### src/common/dcpm_map.svh
// Constants of the dual clock and power mode controller
`ifndef DCPM_MAP_SVH
`define DCPM_MAP_SVH

// Clock rate and derived timing
`define DCPM_CLK_FREQ_KHZ     25000
`define DCPM_CYCLES_PER_MS    (`DCPM_CLK_FREQ_KHZ * 1)
`define DCPM_WDT_SHORT_MS     7'h0E
`define DCPM_WDT_LONG_MS      7'h79

// Time-base divider
`define DCPM_TB_WIDTH         15
`define DCPM_FOSC_DIV         128
`define DCPM_FDIV_WIDTH       7
`define DCPM_TB_DIV_32768     2'h0
`define DCPM_TB_DIV_16384     2'h1
`define DCPM_TB_DIV_8192      2'h2
`define DCPM_TB_DIV_128       2'h3
`define DCPM_TB_TAP_32768     15'h7FFF
`define DCPM_TB_TAP_16384     15'h3FFF
`define DCPM_TB_TAP_8192      15'h1FFF
`define DCPM_TB_TAP_128       15'h007F

// Clock source field codes
`define DCPM_CLOCK_SOURCE_FIELD_FAST_XTAL   2'h3
`define DCPM_CLOCK_SOURCE_FIELD_SLOW_XTAL   2'h2
`define DCPM_CLOCK_SOURCE_FIELD_FAST_IRC    2'h1
`define DCPM_CLOCK_SOURCE_FIELD_EXT_RC      2'h0

// Slow clock type codes
`define DCPM_SLOW_INT_RC      2'h0
`define DCPM_SLOW_XTAL        2'h1
`define DCPM_SLOW_EXT_RC      2'h2

// Bit positions of the synchronised pin inputs
`define DCPM_SI_FTICK         0
`define DCPM_SI_STICK         1
`define DCPM_SI_FRDY          2
`define DCPM_SI_SRDY          3
`define DCPM_SI_EXT           4
`define DCPM_SI_PBW           5
`define DCPM_SI_COUNT         6

`endif

### src/common/dcpm_pkg.sv
// Types of the dual clock and power mode controller
package dcpm_pkg;

	typedef enum logic [4:0]
	{
		MODE_FAST = 5'h01,
		MODE_SLOW = 5'h02,
		MODE_IDLE = 5'h04,
		MODE_STOP = 5'h08,
		MODE_WAKE = 5'h10
	} dcpm_mode_t;

	typedef enum logic [2:0]
	{
		SRC_FAST_CRYSTAL  = 3'h0,
		SRC_SLOW_CRYSTAL  = 3'h1,
		SRC_EXTERNAL_RC   = 3'h2,
		SRC_SLOW_INT_RC   = 3'h3,
		SRC_FAST_INT_RC   = 3'h4
	} dcpm_src_t;

	typedef struct packed
	{
		logic [1:0] clock_source_field;
		logic [1:0] slow_clock_type_select;
		logic       timebase_clock_select;
		logic [1:0] timebase_divider_select;
		logic       slow_clock_enable;
		logic       slow_clock_select;
		logic       fast_clock_stop;
		logic       watchdog_reset_enable;
		logic       wakeup_interrupt_enable;
		logic       wdt_period_select;
	} dcpm_ctrl_t;

endpackage : dcpm_pkg

### src/dcpm_top.sv
// Dual clock and power mode controller
//
// Function
// RULE1: Reset always starts in fast mode
// RULE2: Fast source follows two-bit source field
// RULE3: Fast mode peripherals fast; time-base selectable
// RULE4: Slow mode picks slow type, fast stopped
// RULE5: Slow mode clocks every peripheral slowly
// RULE6: Sleep with slow enabled enters idle
// RULE7: Sleep with slow disabled enters stop
// RULE8: Firmware: enable, select, then stop fast
// RULE9: Firmware: restart fast, deselect, optionally disable
// RULE10: Slow oscillator may run in fast mode
// RULE11: Firmware: enable slow, time-base slow, sleep
// RULE12: Idle wakes on pin, port, timers
// RULE13: Stop wakes on pin, port, wake timer
// RULE14: Firmware sets port A pull-ups for slow
// RULE15: Time-base is 15 bits, two clocks
// RULE16: Time-base flag at four ratios, unreadable
// RULE17: Shared timer period 14 or 121 ms
// RULE18: Clear instruction resets shared timer
// RULE19: Overflow resets chip or flags wake-up
// RULE20: Sleep stops timer unless wake-up enabled
// RULE21: Normal mode oscillator stops only both off
// RULE22: Only sleep instruction enters power-down
// RULE23: Watchdog enable disables wake-up timer
// RULE24: Source changeover never truncates clock pulses
// RULE25: Wake waits for stable oscillator first
`include "dcpm_map.svh"

module dcpm_top #(
	parameter int unsigned WDT_CYCLES_PER_MS = `DCPM_CYCLES_PER_MS
) (
	// Clock and reset
	input  wire logic               clock,
	input  wire logic               rst_n,
	// Firmware control
	input  dcpm_pkg::dcpm_ctrl_t    ctrl,
	input  wire logic               sleep_instruction,
	input  wire logic               watchdog_clear_instruction,
	input  wire logic               timebase_flag_clear,
	input  wire logic               wakeup_flag_clear,
	// Oscillator and wake pins
	input  wire logic               fast_osc_tick_in,
	input  wire logic               slow_osc_tick_in,
	input  wire logic               fast_osc_ready_in,
	input  wire logic               slow_osc_ready_in,
	input  wire logic               external_pin_interrupt,
	input  wire logic               port_b_low_level_wake,
	// Oscillator control
	output logic                    fast_osc_enable,
	output logic                    slow_osc_enable,
	output logic                    wdt_osc_enable,
	// Clock enables, source and mode to the core
	output logic                    cpu_tick,
	output logic                    periph_tick,
	output logic                    cpu_fetch_enable,
	output dcpm_pkg::dcpm_src_t     cpu_source,
	output dcpm_pkg::dcpm_mode_t    power_mode,
	// Events
	output logic                    timebase_interrupt_flag,
	output logic                    wakeup_timer_flag,
	output logic                    chip_reset_request
);

	function automatic dcpm_pkg::dcpm_src_t fast_src(input logic [1:0] f);
		unique case (f)
			`DCPM_CLOCK_SOURCE_FIELD_FAST_XTAL: fast_src = dcpm_pkg::SRC_FAST_CRYSTAL;
			`DCPM_CLOCK_SOURCE_FIELD_SLOW_XTAL: fast_src = dcpm_pkg::SRC_SLOW_CRYSTAL;
			`DCPM_CLOCK_SOURCE_FIELD_FAST_IRC:  fast_src = dcpm_pkg::SRC_FAST_INT_RC;
			default:              fast_src = dcpm_pkg::SRC_EXTERNAL_RC;
		endcase
	endfunction : fast_src

	function automatic dcpm_pkg::dcpm_src_t slow_src(input logic [1:0] t);
		unique case (t)
			`DCPM_SLOW_XTAL:   slow_src = dcpm_pkg::SRC_SLOW_CRYSTAL;
			`DCPM_SLOW_EXT_RC: slow_src = dcpm_pkg::SRC_EXTERNAL_RC;
			default:           slow_src = dcpm_pkg::SRC_SLOW_INT_RC;
		endcase
	endfunction : slow_src

	function automatic logic [14:0] tb_tap(input logic [1:0] s);
		unique case (s)
			`DCPM_TB_DIV_32768: tb_tap = `DCPM_TB_TAP_32768;
			`DCPM_TB_DIV_16384: tb_tap = `DCPM_TB_TAP_16384;
			`DCPM_TB_DIV_8192:  tb_tap = `DCPM_TB_TAP_8192;
			default:            tb_tap = `DCPM_TB_TAP_128;
		endcase
	endfunction : tb_tap

	// Reset release through two flops
	logic rst_meta_q, rst_sync_n;

	always_ff @(posedge clock or negedge rst_n)
	begin
		if (!rst_n)
		begin
			rst_meta_q <= 1'h0;
			rst_sync_n <= 1'h0;
		end
		else
		begin
			rst_meta_q <= 1'h1;
			rst_sync_n <= rst_meta_q;
		end
	end

	// Pin synchronisers; a third stage only feeds edge detection
	logic [`DCPM_SI_COUNT-1:0] pins, sync1_q, sync2_q, sync3_q;

	assign pins = {port_b_low_level_wake, external_pin_interrupt,
		slow_osc_ready_in, fast_osc_ready_in,
		slow_osc_tick_in, fast_osc_tick_in};

	genvar gi;
	generate
		for (gi = 0; gi < `DCPM_SI_COUNT; gi++)
		begin : g_sync
			always_ff @(posedge clock or negedge rst_sync_n)
			begin
				if (!rst_sync_n)
				begin
					sync1_q[gi] <= 1'h0;
					sync2_q[gi] <= 1'h0;
					sync3_q[gi] <= 1'h0;
				end
				else
				begin
					sync1_q[gi] <= pins[gi];
					sync2_q[gi] <= sync1_q[gi];
					sync3_q[gi] <= sync2_q[gi];
				end
			end
		end
	endgenerate

	logic fast_edge, slow_edge, fast_rdy, slow_rdy, ext_w, pb_w;

	assign fast_edge = sync2_q[`DCPM_SI_FTICK] & ~sync3_q[`DCPM_SI_FTICK];
	assign slow_edge = sync2_q[`DCPM_SI_STICK] & ~sync3_q[`DCPM_SI_STICK];
	assign fast_rdy = sync2_q[`DCPM_SI_FRDY];
	assign slow_rdy = sync2_q[`DCPM_SI_SRDY];
	assign ext_w = sync2_q[`DCPM_SI_EXT];
	assign pb_w = sync2_q[`DCPM_SI_PBW];

	// Mode, clock selection and time-base state
	dcpm_pkg::dcpm_mode_t mode_q, mode_d;
	dcpm_pkg::dcpm_src_t  src_q, src_d;
	logic        ret_slow_q, ret_slow_d, hold_q, hold_d;
	logic        fosc_q, fosc_d, sosc_q, sosc_d;
	logic        cpu_q, cpu_d, per_q, per_d, fetch_q, fetch_d;
	logic        tbf_q, tbf_d;
	logic [`DCPM_FDIV_WIDTH-1:0] fdiv_q, fdiv_d;
	logic [`DCPM_TB_WIDTH-1:0]   tb_q, tb_d;
	logic        fdiv_tick, tb_tick, tb_hit, new_edge, running;
	logic        wkt_evt, sleeping;

	assign sleeping = (mode_q == dcpm_pkg::MODE_IDLE)
		| (mode_q == dcpm_pkg::MODE_STOP) | (mode_q == dcpm_pkg::MODE_WAKE);

	always_comb
	begin
		mode_d = mode_q;
		ret_slow_d = ret_slow_q;
		unique case (mode_q)
			dcpm_pkg::MODE_FAST:
				if (sleep_instruction) // RULE22
				begin
					ret_slow_d = 1'h0;
					mode_d = ctrl.slow_clock_enable ? dcpm_pkg::MODE_IDLE // RULE6
						: dcpm_pkg::MODE_STOP; // RULE7
				end
				// Firmware enables the slow clock first; the switch still waits for slow_rdy here
				else if (ctrl.slow_clock_select && ctrl.slow_clock_enable
					&& slow_rdy) // RULE8
					mode_d = dcpm_pkg::MODE_SLOW;
			dcpm_pkg::MODE_SLOW:
				if (sleep_instruction) // RULE22
				begin
					ret_slow_d = 1'h1;
					mode_d = ctrl.slow_clock_enable ? dcpm_pkg::MODE_IDLE // RULE6
						: dcpm_pkg::MODE_STOP; // RULE7
				end
				else if ((!ctrl.slow_clock_select || !ctrl.slow_clock_enable)
					&& fast_rdy) // RULE9
					mode_d = dcpm_pkg::MODE_FAST;
			dcpm_pkg::MODE_IDLE:
				if (ext_w || pb_w || wkt_evt || tb_hit) // RULE12
					mode_d = dcpm_pkg::MODE_WAKE;
			dcpm_pkg::MODE_STOP:
				if (ext_w || pb_w || wkt_evt) // RULE13
					mode_d = dcpm_pkg::MODE_WAKE;
			dcpm_pkg::MODE_WAKE:
				if (ret_slow_q ? slow_rdy : fast_rdy) // RULE25
					mode_d = ret_slow_q ? dcpm_pkg::MODE_SLOW
						: dcpm_pkg::MODE_FAST;
			default:
				mode_d = dcpm_pkg::MODE_FAST;
		endcase

		// Blank the CPU clock from a switch through the new source's first edge
		new_edge = (mode_q == dcpm_pkg::MODE_SLOW) ? slow_edge : fast_edge;
		running = ((mode_q == dcpm_pkg::MODE_FAST)
			|| (mode_q == dcpm_pkg::MODE_SLOW)) && (mode_d == mode_q);
		hold_d = hold_q;
		if (mode_d != mode_q)
			hold_d = 1'h1; // RULE24
		else if (new_edge)
			hold_d = 1'h0; // RULE24
		cpu_d = running & ~hold_q & new_edge; // RULE24
		fetch_d = (mode_d == dcpm_pkg::MODE_FAST)
			|| (mode_d == dcpm_pkg::MODE_SLOW);

		src_d = src_q;
		if (mode_q == dcpm_pkg::MODE_FAST)
			src_d = fast_src(ctrl.clock_source_field); // RULE2
		else if (mode_q == dcpm_pkg::MODE_SLOW)
			src_d = slow_src(ctrl.slow_clock_type_select); // RULE4

		fosc_d = (mode_d == dcpm_pkg::MODE_FAST)
			|| ((mode_d == dcpm_pkg::MODE_SLOW) && !ctrl.fast_clock_stop) // RULE4
			|| ((mode_d == dcpm_pkg::MODE_WAKE) && !ret_slow_d); // RULE25
		sosc_d = (((mode_d == dcpm_pkg::MODE_FAST) // RULE10
			|| (mode_d == dcpm_pkg::MODE_IDLE)) && ctrl.slow_clock_enable)
			|| (mode_d == dcpm_pkg::MODE_SLOW)
			|| ((mode_d == dcpm_pkg::MODE_WAKE)
				&& (ret_slow_d || ctrl.slow_clock_enable)); // RULE25

		per_d = 1'h0;
		if (mode_q == dcpm_pkg::MODE_FAST)
			per_d = fast_edge; // RULE3
		else if (mode_q == dcpm_pkg::MODE_SLOW)
			per_d = slow_edge; // RULE5

		// Oscillator divided by 128 exists only in fast mode
		fdiv_tick = (mode_q == dcpm_pkg::MODE_FAST) && fast_edge
			&& (fdiv_q == `DCPM_FDIV_WIDTH'(`DCPM_FOSC_DIV - 1)); // RULE15
		fdiv_d = fdiv_q;
		if ((mode_q == dcpm_pkg::MODE_FAST) && fast_edge)
			fdiv_d = fdiv_q + `DCPM_FDIV_WIDTH'(1);
		unique case (mode_q)
			dcpm_pkg::MODE_FAST:
				tb_tick = ctrl.timebase_clock_select ? fdiv_tick : slow_edge; // RULE3
			dcpm_pkg::MODE_SLOW:
				tb_tick = slow_edge; // RULE5
			dcpm_pkg::MODE_IDLE:
				tb_tick = !ctrl.timebase_clock_select && slow_edge; // RULE6
			default:
				tb_tick = 1'h0; // RULE7
		endcase
		tb_d = tb_tick ? tb_q + `DCPM_TB_WIDTH'(1) : tb_q; // RULE15
		tb_hit = tb_tick
			&& ((tb_q & tb_tap(ctrl.timebase_divider_select))
				== tb_tap(ctrl.timebase_divider_select)); // RULE16
		tbf_d = tb_hit | (tbf_q & ~timebase_flag_clear);
	end

	always_ff @(posedge clock or negedge rst_sync_n)
	begin
		if (!rst_sync_n)
		begin
			mode_q <= dcpm_pkg::MODE_FAST; // RULE1
			src_q <= dcpm_pkg::SRC_EXTERNAL_RC;
			ret_slow_q <= 1'h0;
			hold_q <= 1'h0;
			fosc_q <= 1'h1; // RULE1
			sosc_q <= 1'h0;
			cpu_q <= 1'h0;
			per_q <= 1'h0;
			fetch_q <= 1'h0;
			tbf_q <= 1'h0;
			fdiv_q <= '0;
			tb_q <= '0;
		end
		else
		begin
			mode_q <= mode_d;
			src_q <= src_d;
			ret_slow_q <= ret_slow_d;
			hold_q <= hold_d;
			fosc_q <= fosc_d;
			sosc_q <= sosc_d;
			cpu_q <= cpu_d;
			per_q <= per_d;
			fetch_q <= fetch_d;
			tbf_q <= tbf_d;
			fdiv_q <= fdiv_d;
			tb_q <= tb_d;
		end
	end

	dcpm_wdt #(
		.CYCLES_PER_MS (WDT_CYCLES_PER_MS)
	) u_wdt (
		.clock         (clock),
		.rst_n         (rst_sync_n),
		.sleeping      (sleeping),
		.wdt_reset_en  (ctrl.watchdog_reset_enable),
		.wake_int_en   (ctrl.wakeup_interrupt_enable),
		.period_sel    (ctrl.wdt_period_select),
		.clear_pulse   (watchdog_clear_instruction),
		.flag_clear    (wakeup_flag_clear),
		.osc_enable    (wdt_osc_enable),
		.chip_reset    (chip_reset_request),
		.wake_flag     (wakeup_timer_flag),
		.wake_event    (wkt_evt)
	);

	assign fast_osc_enable = fosc_q;
	assign slow_osc_enable = sosc_q;
	assign cpu_tick = cpu_q;
	assign periph_tick = per_q;
	assign cpu_fetch_enable = fetch_q;
	assign cpu_source = src_q;
	assign power_mode = mode_q;
	assign timebase_interrupt_flag = tbf_q;

	chk_start_fast_mode: assert property (@(posedge clock) disable iff (!rst_n) // RULE1
		$rose(rst_sync_n) |-> mode_q == dcpm_pkg::MODE_FAST && fast_osc_enable)
		else $error("controller left reset outside fast mode");

	chk_idle_entry: assert property (@(posedge clock) disable iff (!rst_sync_n) // RULE6
		(mode_q inside {dcpm_pkg::MODE_FAST, dcpm_pkg::MODE_SLOW})
		&& sleep_instruction && ctrl.slow_clock_enable
		|=> mode_q == dcpm_pkg::MODE_IDLE && !cpu_fetch_enable)
		else $error("sleep with slow clock did not enter idle");

	chk_stop_entry: assert property (@(posedge clock) disable iff (!rst_sync_n) // RULE7
		(mode_q inside {dcpm_pkg::MODE_FAST, dcpm_pkg::MODE_SLOW})
		&& sleep_instruction && !ctrl.slow_clock_enable
		|=> mode_q == dcpm_pkg::MODE_STOP && !fast_osc_enable && !slow_osc_enable)
		else $error("sleep without slow clock did not stop all oscillators");

	chk_stop_no_timebase: assert property (@(posedge clock) disable iff (!rst_sync_n) // RULE13
		mode_q == dcpm_pkg::MODE_STOP && !ext_w && !pb_w && !wkt_evt
		|=> mode_q == dcpm_pkg::MODE_STOP)
		else $error("stop mode left without a valid wake source");

	chk_sleep_only_entry: assert property (@(posedge clock) disable iff (!rst_sync_n) // RULE22
		(mode_q inside {dcpm_pkg::MODE_IDLE, dcpm_pkg::MODE_STOP})
		&& !($past(mode_q) inside {dcpm_pkg::MODE_IDLE, dcpm_pkg::MODE_STOP})
		|-> $past(sleep_instruction))
		else $error("power-down entered without sleep instruction");

	chk_periph_slow: assert property (@(posedge clock) disable iff (!rst_sync_n) // RULE5
		periph_tick && $past(mode_q) == dcpm_pkg::MODE_SLOW |-> $past(slow_edge))
		else $error("peripheral tick in slow mode not from slow clock");

	chk_timebase_flag: assert property (@(posedge clock) disable iff (!rst_sync_n) // RULE16
		tb_hit |=> timebase_interrupt_flag ##1 (timebase_interrupt_flag
			|| $past(timebase_flag_clear)))
		else $error("time-base flag not raised at selected ratio");

	chk_wake_stable: assert property (@(posedge clock) disable iff (!rst_sync_n) // RULE25
		$past(mode_q) == dcpm_pkg::MODE_WAKE && mode_q == dcpm_pkg::MODE_FAST
		|-> $past(fast_rdy) && !cpu_tick)
		else $error("fetch resumed before fast oscillator was ready");

	chk_switch_blank: assert property (@(posedge clock) disable iff (!rst_sync_n) // RULE24
		mode_q != $past(mode_q) |-> hold_q ##1 !cpu_tick)
		else $error("cpu tick passed during source changeover");

endmodule : dcpm_top

### src/dcpm_wdt.sv
// Shared watchdog and wake-up timer
`include "dcpm_map.svh"

module dcpm_wdt #(
	parameter int unsigned CYCLES_PER_MS = `DCPM_CYCLES_PER_MS
) (
	// Clock and reset
	input  wire logic clock,
	input  wire logic rst_n,
	// Control
	input  wire logic sleeping,
	input  wire logic wdt_reset_en,
	input  wire logic wake_int_en,
	input  wire logic period_sel,
	input  wire logic clear_pulse,
	input  wire logic flag_clear,
	// Results
	output logic      osc_enable,
	output logic      chip_reset,
	output logic      wake_flag,
	output logic      wake_event
);

	logic [15:0] pre_q, pre_d;
	logic [6:0]  ms_q, ms_d;
	logic        osc_q, osc_d;
	logic        rst_q, rst_d;
	logic        flag_q, flag_d;
	logic        evt_q, evt_d;
	logic        run, zap, pre_end, ovf;
	logic [6:0]  limit;

	always_comb
	begin
		run = sleeping ? wake_int_en : (wdt_reset_en | wake_int_en); // RULE20 RULE21
		zap = clear_pulse | (sleeping & wdt_reset_en & ~wake_int_en); // RULE18 RULE20
		limit = period_sel ? `DCPM_WDT_LONG_MS : `DCPM_WDT_SHORT_MS; // RULE17
		pre_end = (pre_q == 16'(CYCLES_PER_MS - 1));
		ovf = run & ~zap & pre_end & (ms_q == limit - 7'h01);
		pre_d = pre_q;
		ms_d = ms_q;
		if (zap)
		begin
			pre_d = 16'h0000;
			ms_d = 7'h00;
		end
		else if (run)
		begin
			pre_d = pre_end ? 16'h0000 : pre_q + 16'h0001;
			if (pre_end)
				ms_d = ovf ? 7'h00 : ms_q + 7'h01;
		end
		// Watchdog reset and wake-up timer exclude each other
		rst_d = ovf & wdt_reset_en; // RULE19 RULE23
		evt_d = ovf & ~wdt_reset_en; // RULE19 RULE23
		flag_d = evt_d | (flag_q & ~flag_clear);
		osc_d = run; // RULE21
	end

	always_ff @(posedge clock or negedge rst_n)
	begin
		if (!rst_n)
		begin
			pre_q <= 16'h0000;
			ms_q <= 7'h00;
			osc_q <= 1'h0;
			rst_q <= 1'h0;
			flag_q <= 1'h0;
			evt_q <= 1'h0;
		end
		else
		begin
			pre_q <= pre_d;
			ms_q <= ms_d;
			osc_q <= osc_d;
			rst_q <= rst_d;
			flag_q <= flag_d;
			evt_q <= evt_d;
		end
	end

	assign osc_enable = osc_q;
	assign chip_reset = rst_q;
	assign wake_flag = flag_q;
	assign wake_event = evt_q;

	chk_wdt_chip_reset: assert property (@(posedge clock) disable iff (!rst_n) // RULE19
		ovf && wdt_reset_en |=> chip_reset ##1 !chip_reset)
		else $error("watchdog overflow did not give one reset pulse");

	chk_wdt_clear_count: assert property (@(posedge clock) disable iff (!rst_n) // RULE18
		clear_pulse |=> (pre_q == 16'h0000) && (ms_q == 7'h00))
		else $error("clear instruction did not reset the timer");

	chk_wdt_sleep_hold: assert property (@(posedge clock) disable iff (!rst_n) // RULE20
		sleeping && !wake_int_en && !clear_pulse
		|=> $past(wdt_reset_en) ? (ms_q == 7'h00 && pre_q == 16'h0000)
			: ($stable(ms_q) && $stable(pre_q)))
		else $error("timer moved in sleep with wake-up disabled");

	chk_wdt_osc_normal: assert property (@(posedge clock) disable iff (!rst_n) // RULE21
		!sleeping |=> osc_enable == $past(wdt_reset_en | wake_int_en))
		else $error("watchdog oscillator wrong in normal mode");

endmodule : dcpm_wdt
### config.mk
export PLATFORM = sky130hd
export DESIGN_NAME = dcpm_top
export DESIGN_NICKNAME = d
export VERILOG_FILES = /design/src/common/dcpm_pkg.sv /design/src/dcpm_top.sv /design/src/dcpm_wdt.sv
export VERILOG_INCLUDE_DIRS = /design/src /design/src/common
export SDC_FILE = /design/constraint.sdc
export NUM_CORES = 1
export LEC_CHECK = 0
export ABC_AREA = 1
export CAP_MARGIN = 40
export CORE_MARGIN = 3
export CORE_UTILIZATION = 35
export CTS_BUF_LIST = sky130_fd_sc_hd__clkbuf_2
export DETAILED_ROUTE_END_ITERATION = 8
export DONT_BUFFER_PORTS = 1
export SETUP_SLACK_MARGIN = 0.4
export SKIP_LAST_GASP = 1
export SLEW_MARGIN = 20
export SYNTH_ARGS = -nofsm -noshare
export SYNTH_HDL_FRONTEND = slang
export SYNTH_HIERARCHICAL = 1
export SYNTH_SLANG_ARGS = --single-unit
### constraint.sdc
create_clock -name clock -period 2.6 [get_ports clock]
set_clock_uncertainty 0.15 [all_clocks]
set_input_delay 0.52 -clock clock [delete_from_list [all_inputs] [get_ports clock]]
set_output_delay 0.52 -clock clock [all_outputs]
set_load 0.05 [all_outputs]
==> results.yml <==
clock_network:
  insertion_delay_ns: 0.56
  cts.path.max_buffers: 2
  cts_tree: "yes"
  htree_levels: 3
  clk_pin_slew_ns: 0.22
  cts.sinks: 81
  numCtsBuffers: 9
  clock-root-buffer: "clkbuf_2"
worst_setup_path:
  worstPathMaxFanout: 8
  cpPeakStageDelay_ns: 0.44
  worstPathArrival_ns: 2.54
  end_kind: "register"
  worst_path_dominant_cell_family: "simple AND/OR/NAND/NOR gates"
  worst-setup-path-type: "reg2reg"
  crit_buf_inv: 4
  cpMostUsedCell: "buf_8"
  crit_slowest_cell: "dfstp_2"
  critPathLaunchType: "register"
  cp_cell_sequence: "buf_6, nor2_4, nand4_1, nand3_4, inv_2, nand2_4, nand4_4, buf_8, buf_8, nand3_1, o21ai_2, a21oi_2"
  required_ns: 2.93
finish:
  fillers: 1146
  antenna_cells: 0
  final_cells: 712
  syn_to_final_growth_pct: 21.4
  layout.nets: 593
  drive_gt1_share_pct: 19.9
  stdcell_area_sq_um: 5050
routing:
  drtAntennaViolNets: 0
  drt_iter0_drc: 191
  drt_wl_total_um: 9390
  dr.pass1.iters: 6
  num_vias: 3498
  drc: 0
  wl_per_cell_um: 13.2
  vias_per_cell: 4.91
synthesis:
  synthesis.nets: 538
  ys_seq_area_share_pct: 48.8
  synth-simple-area-share_pct: 30.4
  synth.distinct_cells: 35
  synth_top_family_by_area: "simple AND/OR/NAND/NOR gates"
  postSynthAreaPerCell_sq_um: 8.17
  ys_warn_count: 6
  syn_inst: 509
  synth_compound_area_share_pct: 6.62
  synthMuxAreaShare_pct: 0
  ys_ff_latch: 81
  netlist_area_sq_um: 4160
  synthXorXnorAreaFrac_pct: 4.63
  synthAdderAreaFrac_pct: 1.20
global_routing:
  antenna_found_initial: 0
  grt_remaining_overflow: 0
  grt_pass1_wl_um: 14800
  grt.total_usage_pct: 14.2
  grt_pass1_vias: 3174
  grt_max_degree: 54
sta:
  tightestPinTransition_ns: 0.572
  finalWorstPathRequiredPeriod_ns: 2.21
  hold_violations: 0
  setup_tns_ns: 0
  setup_violations: 0
  max_freq_mhz: 453
  rsz0062_at_grt: "true"
  holdWs_ns: 0.0678
  drv_slew: 0
  maxSlewHeadroom_pct: 61.6
  min_period_over_period_pct: 84.9
floorplan:
  io_pins: 42
  coreArea_sq_um: 11500
  die_h_um: 115
  rows: 39
  start_util_pct: 36.1
  die_w_um: 115
  dieArea_sq_um: 13200
power:
  p_per_area_nw_per_um2: 730
  ir_drop_mv: 0.233
  p_leak_nw: 2.44
hold_path:
  hold_class: "in2reg"
placed_design:
  placed_cell_area_sq_um: 4400
  placedCellCount: 659
  io_buffer_count: 0
  gp_congestion: 0.860
  dp_hpwl_um: 6730
run:
  drv_cap: 0
run_status:
  outcome: "completed"
-- synth_stat cells (all sizes together) --
cell	number	area (sq um)
xor2	11	96.3
o22ai	4	25.0
nand3b	2	15.0
a21oi	13	72.6
nor3	14	91.3
dfstp	3	78.8
nand4	25	171
nor2	66	270
conb	1	3.75
a31oi	2	27.5
xnor2	11	96.3
o21a	2	15.0
o31ai	2	15.0
inv	80	303
dfrtp	78	1950
nand3	41	215
buf	4	38.8
nand2	125	502
ha	4	50.1
o21ai	21	120
-- flip-flops by register name, indices dropped and copies added, names as in the netlist, 3 cells and up --
register and cells:
tb_q 15, cpu_source 3, u_wdt/pre_q 16, u_wdt/ms_q 7
fdiv_q 7, power_mode 5, sync1_q 6
-- stage by stage --
step	utilization, %	power, mW	setup slack, ns
after floorplan	-	2.51	0.405
after global placement	38.2	2.72	0.289
after detailed placement	38.2	2.75	0.269
after CTS	41.6	3.55	0.394
after global routing	43.9	3.95	0.218
final	43.9	3.69	0.392
-- cell type report --
class	count	area (sq um)	area share, %
well taps	143	179	3.54
inverters	80	310	6.14
clock inverters	7	52.6	1.04
multi-input cells	344	1950	38.6
flip-flops and latches	81	2030	40.3
clock buffers	9	45.0	0.892
repair buffers	48	482	9.54
-- metal layers --
| layer | routed length, um | vias up | track usage [%] |
|---|---|---|---|
| met5 | 0 | - | 0 |
| met4 | 136 | 0 | 4.77 |
| met3 | 608 | 14 | 4.68 |
| met2 | 4500 | 115 | 22.9 |
| met1 | 4140 | 1631 | 18.0 |
| li1 | - | 1738 | - |
-- kinds of logic (layout without fill, tap and decap cells) --
| logic type | after synthesis | after routing |
|---|---|---|
| other cells | 1 | 1 |
| compound gates | 44 | 44 |
| flops | 81 | 81 |
| fa+ha+maj | 4 | 4 |
| buf+inv | 84 | 144 |
| xor+xnor | 22 | 22 |
| simple gates | 273 | 273 |
-- cells in the final DEF (no fill, tap or decap), types with 3 or more instances in the layout --
master         count
o21ai_1            6
nand2_1          103
nand3_1           34
buf_6              5
inv_2              6
a21oi_1            8
buf_4             20
nand4_1           24
o21ai_2            5
nor3_1            11
o21ai_0            9
ha_1               4
nand2_4            7
nor2_1            56
dlygate4sd3_1     18
xnor2_1           11
a21oi_2            5
clkbuf_2           9
nor2_2             6
o22ai_1            4
dfrtp_1           77
xor2_1            11
nand2_2           14
dfstp_2            3
nand3_2            5
inv_1             72
nor2_4             4
-- worst paths after layout --
check	startpoint	endpoint	slack [ns]	cells after the start
min	ctrl[10]	cpu_source[0]	0.07	3
max in group asynchronous	rst_sync_n	fast_osc_enable	1.54	1
min reg2reg	rst_sync_n	u_wdt/chip_reset	0.11	0
max reg2reg	power_mode[0]	u_wdt/pre_q[10]	0.39	12
max	power_mode[0]	u_wdt/pre_q[10]	0.39	12
min in group asynchronous	rst_sync_n	u_wdt/chip_reset	0.11	0
-- worst reg2reg max path: cells and delay by family (launching register included) --
kind	cells	cell delay, ns
AOI/OAI and AO/OA	2	0.17
DFF	1	0.44
buffers and inverters	4	0.49
and+or+nand+nor	6	0.90
-- power by group --
part / total, mW / leakage (nW) / internal, mW / switching [mW]
clock: 0.599 / 0.0626 / 0.133 / 0.466
combinational: 1.29 / 1.35 / 0.543 / 0.746
sequential: 1.80 / 1.03 / 1.46 / 0.338
-- what timing repair did --
item / 4_1_cts / 5_1_grt
hold buffers: 17 / 1
resized for setup: 18 / 43
hold endpoints to repair: 20 / 1
pin swaps: 6 / 27
setup endpoints to repair: 20 / 27
cloned: 0 / 1
setup buffers: 8 / 10
(Power assumes the default switching activity.)
